### config.mk
export PLATFORM = sky130hd
export DESIGN_NAME = bus_sizer
export DESIGN_NICKNAME = d
export VERILOG_FILES = /design/src/bus_sizer_pkg.sv /design/src/bus_sizer.sv
export VERILOG_INCLUDE_DIRS = /design/src
export SDC_FILE = /design/constraint.sdc
export NUM_CORES = 1
export LEC_CHECK = 0
export BUFFER_PORTS_ARGS = -buffer_cell sky130_fd_sc_hd__buf_2
export CELL_PAD_IN_SITES_DETAIL_PLACEMENT = 1
export CELL_PAD_IN_SITES_GLOBAL_PLACEMENT = 1
export CORE_MARGIN = 2
export CORE_UTILIZATION = 30
export DETAILED_ROUTE_END_ITERATION = 16
export GPL_ROUTABILITY_DRIVEN = 1
export GPL_TIMING_DRIVEN = 0
export PLACE_DENSITY_LB_ADDON = 0.1
export SYNTH_ARGS = -nofsm -noshare
export SYNTH_HDL_FRONTEND = slang
export SYNTH_SLANG_ARGS = --single-unit
### constraint.sdc
create_clock -name core_clk -period 7.8 [get_ports core_clk]
set_input_delay 0.78 -clock core_clk [delete_from_list [all_inputs] [get_ports core_clk]]
set_output_delay 0.78 -clock core_clk [all_outputs]
set_load 0.02 [all_outputs]
### src/bus_sizer_map.svh
// Constants for the dynamic bus sizing sequencer
`ifndef BUS_SIZER_MAP_SVH
`define BUS_SIZER_MAP_SVH

`define SIZE_CODE_LONG      2'h0
`define SIZE_CODE_BYTE      2'h1
`define SIZE_CODE_WORD      2'h2
`define SIZE_CODE_THREE     2'h3

`define ACK_PORT_32         2'h0
`define ACK_PORT_16         2'h1
`define ACK_PORT_8          2'h2
`define ACK_NONE            2'h3

`define STROBE_RESET_N      1'h1
`define RW_RESET_READ       1'h1
`define DATA_RESET          32'h0000_0000

`endif

### src/bus_sizer_pkg.sv
// Types for the dynamic bus sizing sequencer
`default_nettype none
package bus_sizer_pkg;

    typedef logic [1:0] size_code_t;

    typedef enum logic [1:0]
    {
        S_IDLE,
        S_ADDR,
        S_WAIT,
        S_END
    } seq_state_e;

    typedef struct packed
    {
        logic [31:0] addr;
        size_code_t  size;
        logic        write;
        logic        fetch;
        logic [31:0] wdata;
    } op_req_s;

endpackage : bus_sizer_pkg
`default_nettype wire

### src/bus_sizer.sv
// Processor bus sequencer splitting operands by the port width the port reports
`timescale 1ns/1ps
`include "bus_sizer_map.svh"
`default_nettype none

// Function
// External logic decodes size code and two low address bits into lane strobes.
// Size code carries bytes still to move: 01 byte, 10 word, 11 three, 00 long.
// Operand's most significant byte sits on the lane picked by the low address bits.
// Sixteen-bit ports sit on the upper two lanes, eight-bit ports on the top lane.
// Wide ports get one strobe per lane so untouched bytes stay intact.
// Eight-bit ports may use data or address strobe directly as select.
// Each port returns its real width on the two width acknowledge inputs.
// Transfers split into as many bus cycles as the reported port width needs.
// Long write to odd address on sixteen-bit port takes three cycles.
// Instruction fetches are long aligned; data may have any size and alignment.
// Cachable reads get valid data on every lane of the reported width.
// Lane strobes include read/write so reads enable all lanes.
// Lane strobes are active low, combinational and negated outside bus cycles.
module bus_sizer
(
    input  wire logic                  core_clk,           // System clock, 25 MHz
    input  wire logic                  reset,              // Asynchronous reset, active high
    input  wire bus_sizer_pkg::op_req_s req,               // Operand request
    input  wire logic                  req_valid,          // Request present
    output logic                       req_ready,          // Sequencer idle, takes request
    output logic                       rsp_valid,          // One-cycle pulse, operand done
    output logic [31:0]                rsp_rdata,          // Read operand, right justified
    output logic [31:0]                bus_addr,           // Address of the current bus cycle
    output logic                       size_code_high,     // Remaining byte count, high bit
    output logic                       size_code_low,      // Remaining byte count, low bit
    output logic                       read_write,         // High for read, low for write
    output logic                       address_strobe_n,   // Address strobe, active low
    output logic                       data_strobe_n,      // Data strobe, active low
    output logic [31:0]                data_out,           // Data bus output
    output logic                       data_oe,            // Data bus output enable
    input  wire logic [31:0]           data_in,            // Data bus input
    input  wire logic                  port_width_ack_high_n, // Width acknowledge high, active low
    input  wire logic                  port_width_ack_low_n   // Width acknowledge low, active low
);

    bus_sizer_pkg::seq_state_e state_q;
    bus_sizer_pkg::seq_state_e state_d;
    logic [2:0]  rem_q;
    logic [31:0] addr_q;
    logic [31:0] op_q;
    logic [31:0] res_q;
    logic        write_q;
    logic        addr_stb_n_q;
    logic        data_stb_n_q;
    logic [31:0] wdata_q;
    logic        oe_q;
    logic        rsp_valid_q;
    logic [1:0]  ack_m_q;
    logic [1:0]  ack_s_q;
    logic [31:0] rd_m_q;
    logic [31:0] rd_s_q;

    // Synchronisers for the asynchronous port answers
    always_ff @(posedge core_clk or posedge reset)
    begin
        if (reset)
        begin
            ack_m_q <= `ACK_NONE;
            ack_s_q <= `ACK_NONE;
            rd_m_q  <= `DATA_RESET;
            rd_s_q  <= `DATA_RESET;
        end
        else
        begin
            ack_m_q <= {port_width_ack_high_n, port_width_ack_low_n};
            ack_s_q <= ack_m_q;
            rd_m_q  <= data_in;
            rd_s_q  <= rd_m_q;
        end
    end

    wire logic [1:0]  off       = addr_q[1:0];
    wire logic        ack_seen  = ack_s_q != `ACK_NONE;
    wire logic        port32    = ack_s_q == `ACK_PORT_32;
    wire logic        port16    = ack_s_q == `ACK_PORT_16;
    wire logic        req_fire  = req_valid && (state_q == bus_sizer_pkg::S_IDLE);
    wire logic        take      = (state_q == bus_sizer_pkg::S_WAIT) && ack_seen;
    wire logic [2:0]  req_bytes = {req.size == `SIZE_CODE_LONG, req.size};
    wire logic [5:0]  wr_shift  = {3'h4 - req_bytes, 3'h0};

    // Bytes that fit this cycle, by reported width
    wire logic [2:0]  room  = port32 ? 3'h4 - {1'b0, off}
                            : port16 ? 3'h2 - {2'h0, off[0]} : 3'h1;
    wire logic [2:0]  n     = (rem_q < room) ? rem_q : room;
    wire logic [5:0]  sh    = {n, 3'h0};
    wire logic [31:0] align = port32 ? rd_s_q << {off, 3'h0}
                            : port16 ? {rd_s_q[31:16], 16'h0} << {off[0], 3'h0}
                            : {rd_s_q[31:24], 24'h0};
    wire logic [31:0] res_next = (res_q << sh) | (align >> (6'h20 - sh));
    wire logic        last     = (rem_q == n);

    // Lane multiplexer: MSB on addressed lane, duplicated for narrow ports
    wire logic [31:0] lanes =
    {
        op_q[31:24],
        off[0] ? op_q[31:24] : op_q[23:16],
        (off == 2'h0) ? op_q[15:8] : (off == 2'h1) ? op_q[23:16] : op_q[31:24],
        (off == 2'h0) ? op_q[7:0] : (off == 2'h1) ? op_q[15:8]
                      : (off == 2'h2) ? op_q[23:16] : op_q[31:24]
    };

    always_comb
    begin
        state_d = state_q;
        unique case (state_q)
            bus_sizer_pkg::S_IDLE: if (req_valid) state_d = bus_sizer_pkg::S_ADDR;
            bus_sizer_pkg::S_ADDR: state_d = bus_sizer_pkg::S_WAIT;
            bus_sizer_pkg::S_WAIT: if (ack_seen) state_d = bus_sizer_pkg::S_END;
            bus_sizer_pkg::S_END:
                if (!ack_seen)
                    state_d = (rem_q == 3'h0) ? bus_sizer_pkg::S_IDLE : bus_sizer_pkg::S_ADDR;
        endcase
    end

    always_ff @(posedge core_clk or posedge reset)
    begin
        if (reset)
            state_q <= bus_sizer_pkg::S_IDLE;
        else
            state_q <= state_d;
    end

    // Operand bookkeeping
    always_ff @(posedge core_clk or posedge reset)
    begin
        if (reset)
        begin
            rem_q   <= 3'h0;
            addr_q  <= 32'h0;
            op_q    <= 32'h0;
            res_q   <= 32'h0;
            write_q <= 1'b0;
        end
        else if (req_fire)
        begin
            rem_q   <= req.fetch ? 3'h4 : req_bytes;
            addr_q  <= req.fetch ? {req.addr[31:2], 2'h0} : req.addr;
            op_q    <= req.wdata << wr_shift;
            res_q   <= 32'h0;
            write_q <= req.write && !req.fetch;
        end
        else if (take)
        begin
            rem_q  <= rem_q - n;
            addr_q <= addr_q + {29'h0, n};
            op_q   <= op_q << sh;
            res_q  <= res_next;
        end
    end

    // Pin drivers
    always_ff @(posedge core_clk or posedge reset)
    begin
        if (reset)
        begin
            addr_stb_n_q <= `STROBE_RESET_N;
            data_stb_n_q <= `STROBE_RESET_N;
            wdata_q <= `DATA_RESET;
            oe_q    <= 1'b0;
        end
        else
        begin
            addr_stb_n_q <= !(state_d == bus_sizer_pkg::S_ADDR || state_d == bus_sizer_pkg::S_WAIT);
            data_stb_n_q <= !(state_d == bus_sizer_pkg::S_WAIT);
            oe_q    <= write_q && (state_q == bus_sizer_pkg::S_ADDR || (state_q == bus_sizer_pkg::S_WAIT && !ack_seen));
            if (state_q == bus_sizer_pkg::S_ADDR)
                wdata_q <= lanes;
        end
    end

    always_ff @(posedge core_clk or posedge reset)
    begin
        if (reset)
        begin
            rsp_valid_q <= 1'b0;
            rsp_rdata   <= `DATA_RESET;
        end
        else
        begin
            rsp_valid_q <= (state_q == bus_sizer_pkg::S_END) && !ack_seen && (rem_q == 3'h0);
            if (take && last)
                rsp_rdata <= res_next;
        end
    end

    assign req_ready        = state_q == bus_sizer_pkg::S_IDLE;
    assign rsp_valid        = rsp_valid_q;
    assign bus_addr         = addr_q;
    assign size_code_high   = rem_q[1];
    assign size_code_low    = rem_q[0];
    assign read_write       = !write_q;
    assign address_strobe_n = addr_stb_n_q;
    assign data_strobe_n    = data_stb_n_q;
    assign data_out         = wdata_q;
    assign data_oe          = oe_q;

    // Checking helpers: cycles per operand and whether all came from 16-bit ports
    logic [2:0] cyc_q;
    logic       only16_q;
    logic       long_odd_q;
    always_ff @(posedge core_clk or posedge reset)
    begin
        if (reset)
        begin
            cyc_q      <= 3'h0;
            only16_q   <= 1'b0;
            long_odd_q <= 1'b0;
        end
        else if (req_fire)
        begin
            cyc_q      <= 3'h0;
            only16_q   <= 1'b1;
            long_odd_q <= req.write && !req.fetch && req.size == `SIZE_CODE_LONG && req.addr[0];
        end
        else if (take)
        begin
            cyc_q    <= cyc_q + 3'h1;
            only16_q <= only16_q && port16;
        end
    end
endmodule : bus_sizer

`default_nettype wire

==> impl_metrics.yaml <==
status:
  outcome: "finished, final reports clean"
clock_tree:
  clock-sinks: 238
  clk_pin_slew_ns: 0.06
  cts_tree: "done"
  cts_hold_buf: 0
  clk_latency_ns: 0.56
  htree_levels: 1
  post_cts_buffers: 0
  cts_buffer_depth: 3
  numCtsBuffers: 29
  cts_root_buffer: "clkbuf_16"
  post_cts_resized: 0
finish:
  nets: 1569
  multi_input_area_um2: 5720
  nFillCells: 4584
  final_common_cell: "dfrtp_1"
  drive_above_1_share_pct: 22.3
  area_growth_pct: 22.5
  area.sequential_um2: 5960
  final_cell_mix: "dfrtp_1 (232), buf_2 (225), nand2_1 (143), o21ai_0 (138), mux2i_1 (100)"
synthesis:
  yosysSeqAreaShare_pct: 49.1
  syn_area_um2: 12100
  yosysWarnings: 0
  ys_types: 61
  synth_edf_count: 0
  synth_nets: 1328
  synth_top_area_share_pct: 47.8
  synth_largest_area_cell: "dfrtp_1"
  syn_avg_cell_area_um2: 10.1
  syn_inst: 1207
  synthArstFlopShare_pct: 100
  synth_flop_cell: "dfrtp_1"
  synth_area_leaders: "dfrtp_1 (48%), mux2i_1 (8.2%), o21ai_0 (5.7%)"
  ys_ff_latch: 238
timing:
  fin_ws_ns: 1.76
  slew_viol_final: 0
  hold_viol_final: 0
  min_period_over_period_pct: 77.5
  clock_skew_ns: 0.0104
  worst_slew_pin_slew_ns: 1.13
  timing.slew.headroom_pct: 24.2
  setup_viol: 0
  fmax_mhz: 165
  rsz0062_at_grt: "no"
  fin_crit_ns: 6.04
floorplan:
  floorplan.die_area_um2: 42100
  die_w_um: 205
  io_pins: 209
  core_region_area_um2: 39800
  die_height_um: 205
  rows: 73
  initial_core_util_pct: 30.5
placement:
  gp_congestion: 0.874
  dp_slack_ns: 1.72
  hpwl_um: 33700
  portBuffers: 207
global_routing:
  grt_remaining_overflow: 0
  track_usage_pct: 21.1
  grt_start_max_net_pins: 124
  antenna_found_initial: 4
  grt_pass1_wl_um: 67900
  grt_pass1_vias: 11000
run:
  cap_violations: 0
drt:
  vias: 10400
  drc: 0
  dr.first_iter.drc_count: 438
  vias_per_cell: 5.19
  ant_nets: 0
  routedWlPerCell_um: 22.1
  dr.pass1.iters: 5
  totalWireLength_um: 44100
worst_setup_path:
  cp-end-kind: "flop"
  path_class: "flop to flop"
  rr_endpoint: "res_q[29]"
  critPathRequiredTime_ns: 8.30
  cp_max_fo: 12
  r2r_slack_ns: 1.76
  r2r_cells: 18
  startpoint: "bus_addr[0]"
  cp.arrival_ns: 6.54
  endpoint: "res_q[29]"
  reg2reg_from: "bus_addr[0]"
  cp-start-kind: "flop"
pwr:
  comb_power_share_pct: 49.4
  p_leak_nw: 6.68
  switchingPower_mw: 3.04
  pwr-share-clk_pct: 20.6
  power_density_nw_per_um2: 446
  p_int_mw: 3.59
  finalPower_mw: 6.64
  irDropWorstVdd_uv: 171
  switching_share_pct: 45.9
  p_seq_share_pct: 30.1
hold_path:
  hp-class: "input port to asynchronous set/reset pin"
==> power groups by stage <==
| stage | Combinational (mW) | Sequential [mW] | Clock (mW) |
|---|---|---|---|
| 2_1_floorplan | 1.91 | 2.19 | 0 |
| 3_3_place_gp | 3.22 | 2.01 | 0 |
| 3_5_place_dp | 3.29 | 2.02 | 0 |
| 4_1_cts | 3.30 | 2.00 | 1.41 |
| 5_1_grt | 3.60 | 2.06 | 1.46 |
| 6_report | 3.28 | 1.99 | 1.37 |
==> worst min-delay path by stage <==
| stage | startpoint | to | slack (ns) | cells after the start |
|---|---|---|---|---|
| 2_1_floorplan | rd_m_q[0] | rd_s_q[0] | 0.33 | 0 |
| 3_3_place_gp | rd_m_q[21] | rd_s_q[21] | 0.33 | 0 |
| 3_5_place_dp | rd_m_q[22] | rd_s_q[22] | 0.34 | 0 |
| 4_1_cts | reset | bus_addr[31] | 0.09 | 2 |
| 5_1_grt | reset | bus_addr[29] | 0.10 | 2 |
| 6_report | reset | bus_addr[29] | 0.12 | 2 |
==> synthesized netlist by cell type, types with 17 or more instances <==
cell and n:
dfrtp_1 232, nand2_1 143, o21ai_0 138, mux2i_1 100, nor2_1 74, clkbuf_1 58
a21oi_1 43, nand3_1 34, a22oi_1 31, and3_1 26, a221o_1 21, mux2_2 21
xnor2_1 19, a32o_1 18, buf_2 17, o221ai_1 17
==> sequential cells by signal (all words and copies together), names as in the netlist <==
name,count
data_oe,1
data_out,32
rsp_valid,1
rd_s_q,32
write_q,1
res_q,32
ack_s_q,2
rsp_rdata,32
op_q,32
rd_m_q,32
ack_m_q,2
state_q,2
data_strobe_n,1
bus_addr,32
rem_q,3
address_strobe_n,1
==> cell families after synthesis <==
family	Yosys count	share of synthesized area, %
muxes	126	10.8
adders and majority gates	16	1.77
and+or+nand+nor	348	13.2
DFF	238	49.1
buffers and inverters	106	3.83
xor gates and xnor gates	32	2.31
AOI/OAI and AO/OA	341	18.9
==> critical path, cell delays in order, from the launching register on <==
cell      delay [ns]
dfrtp_1         0.49
inv_1           0.23
ha_1            0.18
clkbuf_1        0.35
clkbuf_1        0.58
nand2_1         0.22
ha_1            0.37
nor3b_1         0.38
nand2b_1        0.41
inv_1           0.11
buf_2           0.21
buf_2           0.28
ha_1            0.25
xnor2_1         0.43
nor2b_1         0.32
clkbuf_1        0.41
nand3_1         0.41
nor2_1          0.22
a221o_1         0.13
==> area by class of cell <==
class,instances,share of cell area [%]
Clock inverter,13,1.04
Timing Repair Buffer,210,7.37
Sequential cell,238,40.1
Tap cell,525,4.42
Clock buffer,39,5.40
Multi-Input combinational cell,863,38.4
Antenna cell,2,0.0337
Buffer,90,2.73
Inverter,16,0.454
==> routing by layer <==
metal | part of all wire, % | GRT usage, % | vias up
li1 | - | - | 4890
met3 | 4.8 | 3.50 | 58
met4 | 2.0 | 5.27 | 2
met2 | 46 | 33.9 | 253
met1 | 47 | 29.5 | 5157
met5 | 0.030 | 0 | -
==> metrics by stage <==
step / std cells / cell area, um2 / hold slack, ns / setup TNS, ns / utilization [%]
after floorplan: 1207 / 12100 / 0.331 / 0 / -
after global placement: 1939 / 13800 / 0.334 / -623.97 / 34.7
after detailed placement: 1942 / 13900 / 0.336 / 0 / 34.9
after CTS: 1994 / 14900 / 0.0926 / 0 / 37.3
after global routing: 1994 / 14900 / 0.102 / 0 / 37.3
final: 1996 / 14900 / 0.118 / 0 / 37.3
Note: power is estimated with default switching activity, not from simulation.
